[src/core/tbdbs_pkg.sv]
/*
 * Constants shared by the terminal bus diagnostic lamp block:
 * register offsets, field positions, reset values, timing and states.
 * Assumes a single 100 MHz system clock.
 */
package tbdbs_pkg;

    // ------------------------------------------------------------
    // Clock and timing
    // ------------------------------------------------------------
    localparam int CLK_PERIOD_NS     = 10;
    localparam int FAST_HALF_NS      = 50_000_000;
    localparam int SLOW_HALF_NS      = 250_000_000;
    localparam int PAUSE_NS          = 1_000_000_000;
    localparam int RESET_BUSY_NS     = 1_000;
    localparam int FAST_HALF_CYC     = FAST_HALF_NS / CLK_PERIOD_NS;
    localparam int SLOW_HALF_CYC     = SLOW_HALF_NS / CLK_PERIOD_NS;
    localparam int PAUSE_CYC         = PAUSE_NS / CLK_PERIOD_NS;
    localparam int RESET_BUSY_CYC    = RESET_BUSY_NS / CLK_PERIOD_NS;
    localparam int TIMER_W           = 32;
    localparam logic [3:0] BURST_PULSES = 4'h8;

    // ------------------------------------------------------------
    // Register map
    // ------------------------------------------------------------
    localparam logic [7:0]  ADDR_STATUS = 8'h00;
    localparam logic [7:0]  ADDR_CTRL   = 8'h04;
    localparam logic [7:0]  ADDR_ERR    = 8'h08;
    localparam logic [31:0] RD_UNMAPPED = 32'h0000_0000;

    // Control register fields
    localparam int CTRL_MODE_LO   = 0;
    localparam int CTRL_MODE_HI   = 1;
    localparam int CTRL_BOOT_DONE = 4;
    localparam int CTRL_SW_ERR    = 5;
    localparam int CTRL_SW_USER   = 6;
    localparam int CTRL_DEV_RESET = 8;
    localparam logic [6:0] CTRL_RESET = 7'h00;

    // Status word fields
    localparam int ST_BUS_ERR   = 0;
    localparam int ST_CFG_CHG   = 1;
    localparam int ST_LEN_MIS   = 2;
    localparam int ST_IN_INVAL  = 8;
    localparam int ST_IN_BUSY   = 9;
    localparam int ST_OUT_BUSY  = 10;
    localparam int ST_WATCHDOG  = 11;
    localparam int ST_ACYC_BUSY = 15;

    // Error register fields
    localparam int ERR_ARG_LO  = 0;
    localparam int ERR_CODE_LO = 8;
    localparam int ERR_LATCHED = 12;
    localparam int ERR_EMC     = 13;

    // ------------------------------------------------------------
    // Runtime mode and lamp colours {red, green, blue}
    // ------------------------------------------------------------
    typedef enum logic [1:0] {
        MODE_STOP   = 2'b00,
        MODE_RUN    = 2'b01,
        MODE_CONFIG = 2'b10,
        MODE_FAULT  = 2'b11
    } tbdbs_mode_e;

    localparam logic [2:0] RGB_RED    = 3'h4;
    localparam logic [2:0] RGB_GREEN  = 3'h2;
    localparam logic [2:0] RGB_BLUE   = 3'h1;
    localparam logic [2:0] RGB_YELLOW = 3'h6;

    typedef enum logic [2:0] {
        SEQ_IDLE  = 3'b000,
        SEQ_BURST = 3'b001,
        SEQ_CODE  = 3'b010,
        SEQ_PAUSE = 3'b011,
        SEQ_ARG   = 3'b100,
        SEQ_GAP   = 3'b101,
        SEQ_EMC   = 3'b110
    } tbdbs_seq_e;

endpackage : tbdbs_pkg

[src/core/tbdbs_diag_blink.sv]
/*
 * Diagnostic lamp logic: runtime status lamp, startup error lamp,
 * user lamp, terminal bus run and error lamps with coded blink sequence,
 * and the 16-bit terminal bus status word.
 * Assumes inputs synchronous to clk and a simple strobe register port.
 */
// Our own choices: the plain strobed port and the placing of the registers.
`timescale 1ns/1ps

module tbdbs_diag_blink
    import tbdbs_pkg::*;
#(
    parameter int FAST_CYC  = FAST_HALF_CYC,
    parameter int SLOW_CYC  = SLOW_HALF_CYC,
    parameter int PAUSE_LEN = PAUSE_CYC
)(
    // Clock and reset
    input  wire logic        clk,
    input  wire logic        rst,
    // Register port
    input  wire logic [7:0]  regAddr,
    input  wire logic [31:0] regWrData,
    input  wire logic        regWrEn,
    input  wire logic        regRdEn,
    output logic      [31:0] regRdData,
    // Terminal bus error report
    input  wire logic        busErrSet,
    input  wire logic [3:0]  busErrCode,
    input  wire logic [7:0]  busErrArg,
    input  wire logic        busErrLatch,
    input  wire logic        busErrGone,
    input  wire logic        emcFault,
    // Terminal bus status inputs
    input  wire logic        fieldbusOk,
    input  wire logic        cfgChanged,
    input  wire logic        lenMismatch,
    input  wire logic        inputsInvalid,
    input  wire logic        inUpdBusy,
    input  wire logic        outUpdBusy,
    input  wire logic        watchdogHit,
    // Acyclic bus reset request toward the terminal bus
    output logic             busResetPulse,
    // Lamps
    output logic      [2:0]  runtimeStatusLampRgb,
    output logic             startupErrLamp,
    output logic             userDiagLamp,
    output logic             termRunLamp,
    output logic             termErrLamp
);

    // ------------------------------------------------------------
    // Register decode
    // ------------------------------------------------------------
    logic [6:0]  ctrl_reg;
    logic [TIMER_W-1:0] rstBusyCnt_reg;
    logic        errActive_reg;
    logic        errLatched_reg;
    logic [3:0]  errCode_reg;
    logic [7:0]  errArg_reg;
    logic [15:0] status_reg;

    wire         selStatus = (regAddr == ADDR_STATUS);
    wire         selCtrl   = (regAddr == ADDR_CTRL);
    wire         selErr    = (regAddr == ADDR_ERR);
    wire         ctrlWr    = regWrEn && selCtrl;
    wire         devReset  = ctrlWr && regWrData[CTRL_DEV_RESET];
    wire         rstBusy   = (rstBusyCnt_reg != '0);

    wire [31:0]  errWord   = {18'h00000, emcFault, errLatched_reg,
                              errCode_reg, errArg_reg};
    wire [31:0]  rdMux     = selStatus ? {16'h0000, status_reg} :
                             selCtrl   ? {25'h0000000, ctrl_reg} :
                             selErr    ? errWord : RD_UNMAPPED;

    always_ff @(posedge clk)
    begin
        if (rst)
            regRdData <= '0;
        else if (regRdEn)
            regRdData <= rdMux;
        else
            regRdData <= '0;
    end

    // Control register; the reset command bit is self-clearing
    always_ff @(posedge clk)
    begin
        if (rst)
            ctrl_reg <= CTRL_RESET;
        else if (ctrlWr)
            ctrl_reg <= regWrData[6:0];
    end

    // ------------------------------------------------------------
    // Device reset activity
    // ------------------------------------------------------------
    wire [TIMER_W-1:0] rstBusyNext = devReset ? TIMER_W'(RESET_BUSY_CYC) :
                                     rstBusy  ? rstBusyCnt_reg - 1'b1 :
                                                rstBusyCnt_reg;

    always_ff @(posedge clk)
    begin
        if (rst)
        begin
            rstBusyCnt_reg <= '0;
            busResetPulse  <= 1'b0;
        end
        else
        begin
            rstBusyCnt_reg <= rstBusyNext;
            busResetPulse  <= devReset;
        end
    end

    // ------------------------------------------------------------
    // Error capture; a new report wins over any clear
    // ------------------------------------------------------------
    wire errClear = devReset || (busErrGone && !errLatched_reg);

    always_ff @(posedge clk)
    begin
        if (rst)
        begin
            errActive_reg  <= 1'b0;
            errLatched_reg <= 1'b0;
            errCode_reg    <= '0;
            errArg_reg     <= '0;
        end
        else if (busErrSet)
        begin
            errActive_reg  <= 1'b1;
            errLatched_reg <= busErrLatch;
            errCode_reg    <= busErrCode;
            errArg_reg     <= busErrArg;
        end
        else if (errClear)
        begin
            errActive_reg  <= 1'b0;
            errLatched_reg <= 1'b0;
        end
    end

    // ------------------------------------------------------------
    // Status word
    // ------------------------------------------------------------
    logic [15:0] statusNext;

    always_comb
    begin
        statusNext               = '0;
        statusNext[ST_BUS_ERR]   = errActive_reg;
        statusNext[ST_CFG_CHG]   = cfgChanged;
        statusNext[ST_LEN_MIS]   = lenMismatch;
        statusNext[ST_IN_INVAL]  = inputsInvalid;
        statusNext[ST_IN_BUSY]   = inUpdBusy;
        statusNext[ST_OUT_BUSY]  = outUpdBusy;
        statusNext[ST_WATCHDOG]  = watchdogHit;
        statusNext[ST_ACYC_BUSY] = rstBusy || devReset;
    end

    always_ff @(posedge clk)
    begin
        if (rst)
            status_reg <= '0;
        else
            status_reg <= statusNext;
    end

    // ------------------------------------------------------------
    // Blink sequencer
    // ------------------------------------------------------------
    tbdbs_seq_e         seq_reg;
    tbdbs_seq_e         seq_next;
    logic [TIMER_W-1:0] timer_reg;
    logic [TIMER_W-1:0] timer_next;
    logic [7:0]         pulseCnt_reg;
    logic [7:0]         pulseCnt_next;
    logic               blinkOn_reg;
    logic               blinkOn_next;

    wire [TIMER_W-1:0]  fastHalf = TIMER_W'(FAST_CYC);
    wire [TIMER_W-1:0]  slowHalf = TIMER_W'(SLOW_CYC);
    wire [TIMER_W-1:0]  pauseLen = TIMER_W'(PAUSE_LEN);
    wire                timerEnd = (timer_reg == '0);
    wire                showErr  = errActive_reg && !emcFault;
    wire                pulseSeq = (seq_reg == SEQ_BURST) || (seq_reg == SEQ_CODE) ||
                                   (seq_reg == SEQ_ARG);
    wire [7:0]          target   = (seq_reg == SEQ_BURST) ? {4'h0, BURST_PULSES} :
                                   (seq_reg == SEQ_CODE)  ? {4'h0, errCode_reg} :
                                                            errArg_reg;
    wire [TIMER_W-1:0]  halfLen  = (seq_reg == SEQ_BURST) ? fastHalf : slowHalf;
    wire [7:0]          cntInc   = pulseCnt_reg + 8'h01;
    wire                lastPls  = (cntInc >= target);

    always_comb
    begin
        seq_next      = seq_reg;
        timer_next    = timerEnd ? timer_reg : timer_reg - 1'b1;
        pulseCnt_next = pulseCnt_reg;
        blinkOn_next  = blinkOn_reg;
        if (emcFault && (seq_reg != SEQ_EMC))
        begin
            seq_next     = SEQ_EMC;
            timer_next   = fastHalf;
            blinkOn_next = 1'b1;
        end
        else
        begin
            case (seq_reg)
                SEQ_IDLE:
                begin
                    blinkOn_next = 1'b0;
                    if (showErr)
                    begin
                        seq_next      = SEQ_BURST;
                        timer_next    = fastHalf;
                        pulseCnt_next = '0;
                        blinkOn_next  = 1'b1;
                    end
                end
                SEQ_EMC:
                begin
                    if (!emcFault)
                    begin
                        seq_next     = SEQ_GAP;
                        timer_next   = pauseLen;
                        blinkOn_next = 1'b0;
                    end
                    else if (timerEnd)
                    begin
                        timer_next   = fastHalf;
                        blinkOn_next = !blinkOn_reg;
                    end
                end
                SEQ_BURST, SEQ_CODE, SEQ_ARG:
                begin
                    if (!errActive_reg)
                    begin
                        seq_next     = SEQ_IDLE;
                        blinkOn_next = 1'b0;
                    end
                    else if (timerEnd && blinkOn_reg)
                    begin
                        blinkOn_next = 1'b0;
                        timer_next   = halfLen;
                    end
                    else if (timerEnd)
                    begin
                        pulseCnt_next = cntInc;
                        timer_next    = halfLen;
                        blinkOn_next  = 1'b1;
                        if (lastPls)
                        begin
                            pulseCnt_next = '0;
                            blinkOn_next  = 1'b0;
                            timer_next    = pauseLen;
                            seq_next      = (seq_reg == SEQ_BURST) ? SEQ_CODE :
                                            (seq_reg == SEQ_CODE)  ? SEQ_PAUSE :
                                                                     SEQ_GAP;
                            if (seq_reg == SEQ_BURST)
                            begin
                                timer_next   = slowHalf;
                                blinkOn_next = (errCode_reg != 4'h0);
                            end
                        end
                    end
                end
                SEQ_PAUSE:
                begin
                    blinkOn_next = 1'b0;
                    if (timerEnd)
                    begin
                        // A zero argument gives no pulses at all
                        seq_next      = SEQ_ARG;
                        pulseCnt_next = '0;
                        timer_next    = slowHalf;
                        blinkOn_next  = (errArg_reg != 8'h00) && errActive_reg;
                        if (errArg_reg == 8'h00)
                        begin
                            seq_next   = SEQ_GAP;
                            timer_next = pauseLen;
                        end
                    end
                end
                SEQ_GAP:
                begin
                    blinkOn_next = 1'b0;
                    if (timerEnd)
                    begin
                        // Repeat while the error persists
                        seq_next      = showErr ? SEQ_BURST : SEQ_IDLE;
                        timer_next    = fastHalf;
                        pulseCnt_next = '0;
                        blinkOn_next  = showErr;
                    end
                end
                default:
                begin
                    seq_next     = SEQ_IDLE;
                    blinkOn_next = 1'b0;
                end
            endcase
        end
    end

    // A zero code in the code phase would never count; treat one empty
    // off-half as the phase end by the same lastPls compare (target 0).
    always_ff @(posedge clk)
    begin
        if (rst)
        begin
            seq_reg      <= SEQ_IDLE;
            timer_reg    <= '0;
            pulseCnt_reg <= '0;
            blinkOn_reg  <= 1'b0;
        end
        else
        begin
            seq_reg      <= seq_next;
            timer_reg    <= timer_next;
            pulseCnt_reg <= pulseCnt_next;
            blinkOn_reg  <= blinkOn_next;
        end
    end

    // ------------------------------------------------------------
    // Lamp drivers
    // ------------------------------------------------------------
    tbdbs_mode_e runMode;
    logic [2:0]  rgbNext;

    assign runMode = tbdbs_mode_e'(ctrl_reg[CTRL_MODE_HI:CTRL_MODE_LO]);

    always_comb
    begin
        case (runMode)
            MODE_RUN:    rgbNext = RGB_GREEN;
            MODE_STOP:   rgbNext = RGB_RED;
            MODE_CONFIG: rgbNext = RGB_BLUE;
            MODE_FAULT:  rgbNext = RGB_YELLOW;
            default:     rgbNext = RGB_RED;
        endcase
    end

    wire startupNext = !ctrl_reg[CTRL_BOOT_DONE] || ctrl_reg[CTRL_SW_ERR];
    wire runNext     = fieldbusOk && !errActive_reg && !emcFault && !rstBusy;
    wire errLampNext = (pulseSeq || (seq_reg == SEQ_EMC)) && blinkOn_reg;

    always_ff @(posedge clk)
    begin
        if (rst)
        begin
            runtimeStatusLampRgb <= RGB_RED;
            startupErrLamp       <= 1'b1;
            userDiagLamp         <= 1'b0;
            termRunLamp          <= 1'b0;
            termErrLamp          <= 1'b0;
        end
        else
        begin
            runtimeStatusLampRgb <= rgbNext;
            startupErrLamp       <= startupNext;
            userDiagLamp         <= ctrl_reg[CTRL_SW_USER];
            termRunLamp          <= runNext;
            termErrLamp          <= errLampNext;
        end
    end

endmodule : tbdbs_diag_blink

[config.mk]
export PLATFORM = sky130hd
export DESIGN_NAME = tbdbs_diag_blink
export DESIGN_NICKNAME = d
export VERILOG_FILES = /design/src/core/tbdbs_pkg.sv /design/src/core/tbdbs_diag_blink.sv
export SDC_FILE = /design/constraint.sdc
export NUM_CORES = 1
export LEC_CHECK = 0
export BUFFER_PORTS_ARGS = -buffer_cell sky130_fd_sc_hd__buf_2
export CAP_MARGIN = 20
export CELL_PAD_IN_SITES_DETAIL_PLACEMENT = 0
export CELL_PAD_IN_SITES_GLOBAL_PLACEMENT = 1
export CORE_UTILIZATION = 40
export DETAILED_ROUTE_END_ITERATION = 8
export GPL_TIMING_DRIVEN = 1
export PLACE_DENSITY = 0.85
export SLEW_MARGIN = 20
export SYNTH_ARGS = -nofsm -noshare
export SYNTH_HDL_FRONTEND = slang
export SYNTH_SLANG_ARGS = --single-unit
[constraint.sdc]
create_clock -name clk -period 7.4 [get_ports clk]
set_clock_uncertainty 0.1 [all_clocks]
set_input_delay 0.74 -clock clk [delete_from_list [all_inputs] [get_ports clk]]
set_output_delay 0.74 -clock clk [all_outputs]
set_load 0.1 [all_outputs]
==> results.md <==
- Run status: finished clean
- Worst VDD drop: 0.164 mV
- Data arrival, critical path: around 4.5 ns
- WP data required: 7.63 ns
- Initial antenna violation count: 0
- Iter 0 DRT Violations: 461
- Max incr delay on CP: 0.64 ns
- Min-Delay Path Class: reg -> reg
- First-pass GRT wire length: 30100 µm
- Post-synth top area share: 36.8%
- Vert. Die Dim: ~130 µm
- Switching part of the total: 37.4%
- Post-cts gate resize count: 0
- Final Max Tran Viols: 0
- Delay-heaviest family, CP: compound AO/OA/AOI/OAI gates
- Async S/R FF share, synth: 0%
- Synthesized-area fraction occupied by xor and xnor cells: roughly 6.9%
- Critical path's slowest cell: nor2_1
- Clk buf depth: 2
- Psw: around 950 µW
- Post-synth EDFFs: 0
- Starting density of the core: about two fifths
- Sequential element share of the synthesized area: a little under two fifths
- Final HPWL DP: between 10000 and 15000 µm
- Rows: 47
- CP Cell Sequence: buf_4 -> nor2_1 -> a22o_1 -> a22oi_1 -> ha_1 -> or4_1 -> a21oi_1 -> o31a_1 -> inv_1 -> ha_1 -> nand2b_1 -> a21oi_1 -> o21ai_0 -> a31oi_1 -> nor3b_1 -> a211oi_1
- Buf/Inv on CP: 2
- Routed via count: 6386
- Setup TNS: 0 ns
- Clock transition at path regs: 0.06 ns
- RSZ-0062 raised after global routing: no
- Ant. Diodes: 0
- Gr ovfl total: 0
- Buffers on Ports: 65
- CTS Buf Count: 17
- Total global-route track usage: about a fifth
- Syn Inst Count: 863
- Post-synthesis mux area share: 4.02%
- Final nets: between 900 and 1000
- Yosys reg bits: 128
- Final total power: 2.55 mW
- Reg power frac: 34.2%
- Adder-Cell Fraction of Synth Area: 3.23%
- Most frequent cells after synthesis: 128 x dfxtp_1, 123 x nor2_1, 64 x nand2_1
- Compound-Gate Fraction of Synth Area: 17.5%
- Slew @ Worst Pin: 1.05 ns
- Largest net degree at the start of global routing: 61
- Share of layout cells above drive strength 1: about an eighth
- Io pins: 107
- Clk root buf: clkbuf_16
- Vias per inst: approximately 5.6
- Avg Cell Area, Syn: 8.08 µm²
- Crit. End Element: register
- Synth area leader: dfxtp_1
- Clk sinks: 128
- WS Path Type: reg -> reg
- Critical path launch point type: register
- Final worst-path cycle share: 58.3%
- Pre-Repair DR Iteration Count: 5
- Top FF cell, synth: dfxtp_1
- Routed wire length: 18300 µm
- Core area: 0.0168 mm²
- Worst skew pair latency: 0.42 ns
- Final setup fails: 0
- Post-synthesis cell area: 0.00697 mm²
- Largest family of logic cells by synthesized area: simple AND/OR/NAND/NOR gates
- Post-synth cell types: 69
- DR WL/cell: 16.0 µm
- Die width: 134 µm
- Utilization after layout: between 40 and 50%
- Max_slew headroom: a little under 30%
- Vias in the first global route: 5756
- Int Power: between 1.5 and 2 mW
- CTS tree: built
- Count leader, synth: dfxtp_1
- Synth-to-layout area growth: 14.4%
- RePlAce Congestion: ~0.92
- DRC: 0
- CP Max Fanout: 33
- Max-cap check violation count: 0
- Synth Warn #: 0
- Synth Area in Simple Gates: 26.2%
- Comb pwr share: 33.1%
- Crit path time final: approximately 4.3 ns
- Final Hold Viols: 0
- H-tree depth: 4
- Fmax: 0.232 GHz
- Leakage: around 3.2 nW
- Clock share of power: between 30% and 40%
- Post-CTS setup buffer count: 0
- Cts hold-fix bufs: 0
- Top cells by area, synth: dfxtp_1 37%, nor2_1 6.6%, xor2_1 4.1%
- Die Area: approximately 0.018 mm²
- PD cells: 320 mW/mm²
- Antenna viol nets, final: 0
## layout by cell type (no fill, tap or decap), types with 17 or more instances in the layout
cell	n
clkbuf_16	17
a21oi_1	45
xnor2_1	22
inv_1	21
xor2_1	33
conb_1	17
nor4_1	26
mux2i_1	28
buf_2	65
ha_1	18
nor2_1	123
dfxtp_1	128
nor2b_1	17
nand3_1	26
nand2_1	64
nor3_1	38
o21ai_0	37
## final cells by class
type | instances | area (µm²)
clock inverter | 14 | 156
inverter | 22 | 82.6
timing repair buffer | 72 | 378
clock buffer | 18 | 429
fill | 1716 | 8840
sequential | 128 | 2560
tap | 220 | 275
multi-input combinational | 669 | 4090
## routing by layer
layer | part of all wire (%) | routed length (µm) | track usage, %
met1 | 47 | 8600 | 29.4
met2 | 45 | 8210 | 31.1
met3 | 6.4 | 1160 | 5.48
met4 | 1.5 | 282 | 7.95
met5 | 0 | 0 | 0
## final timing paths
check | startpoint | to | slack [ns] | cells after the start
max | seq_reg[2] | timer_reg[6] | 3.08 | 16
min | ctrl_reg[4] | startupErrLamp | 0.30 | 1
max reg2reg | seq_reg[2] | timer_reg[6] | 3.08 | 16
min reg2reg | ctrl_reg[4] | startupErrLamp | 0.30 | 1
## stage by stage
step / cells / hold slack [ns] / setup WS, ns / area [µm²]
floorplan: 879 / 0.271 / 3.34 / 7030
global placement: 1111 / 0.290 / 3.24 / 7390
detailed placement: 1111 / 0.290 / 3.17 / 7390
CTS: 1143 / 0.305 / 3.15 / 7980
global route: 1143 / 0.321 / 2.81 / 7980
finish: 1143 / 0.300 / 3.08 / 7980
## kinds of logic (layout without fill, tap and decap cells)
kind of cell    Yosys count  count (layout)
mux                      28              28
other cells               1              17
compound gates          182             182
xor+xnor                 55              55
fa+ha+maj                18              18
flops                   128             128
buf+inv                  82             126
simple gates            369             369
## power groups by stage
stage          Combinational [mW]  Sequential [mW]  Clock, mW
2_1_floorplan               0.689            0.868          0
3_3_place_gp                0.826            0.884          0
3_5_place_dp                0.831            0.885          0
4_1_cts                     0.838            0.872      0.855
5_1_grt                     0.949            0.887      0.885
6_report                    0.844            0.873      0.834
Power figures use the tool's default switching activity.
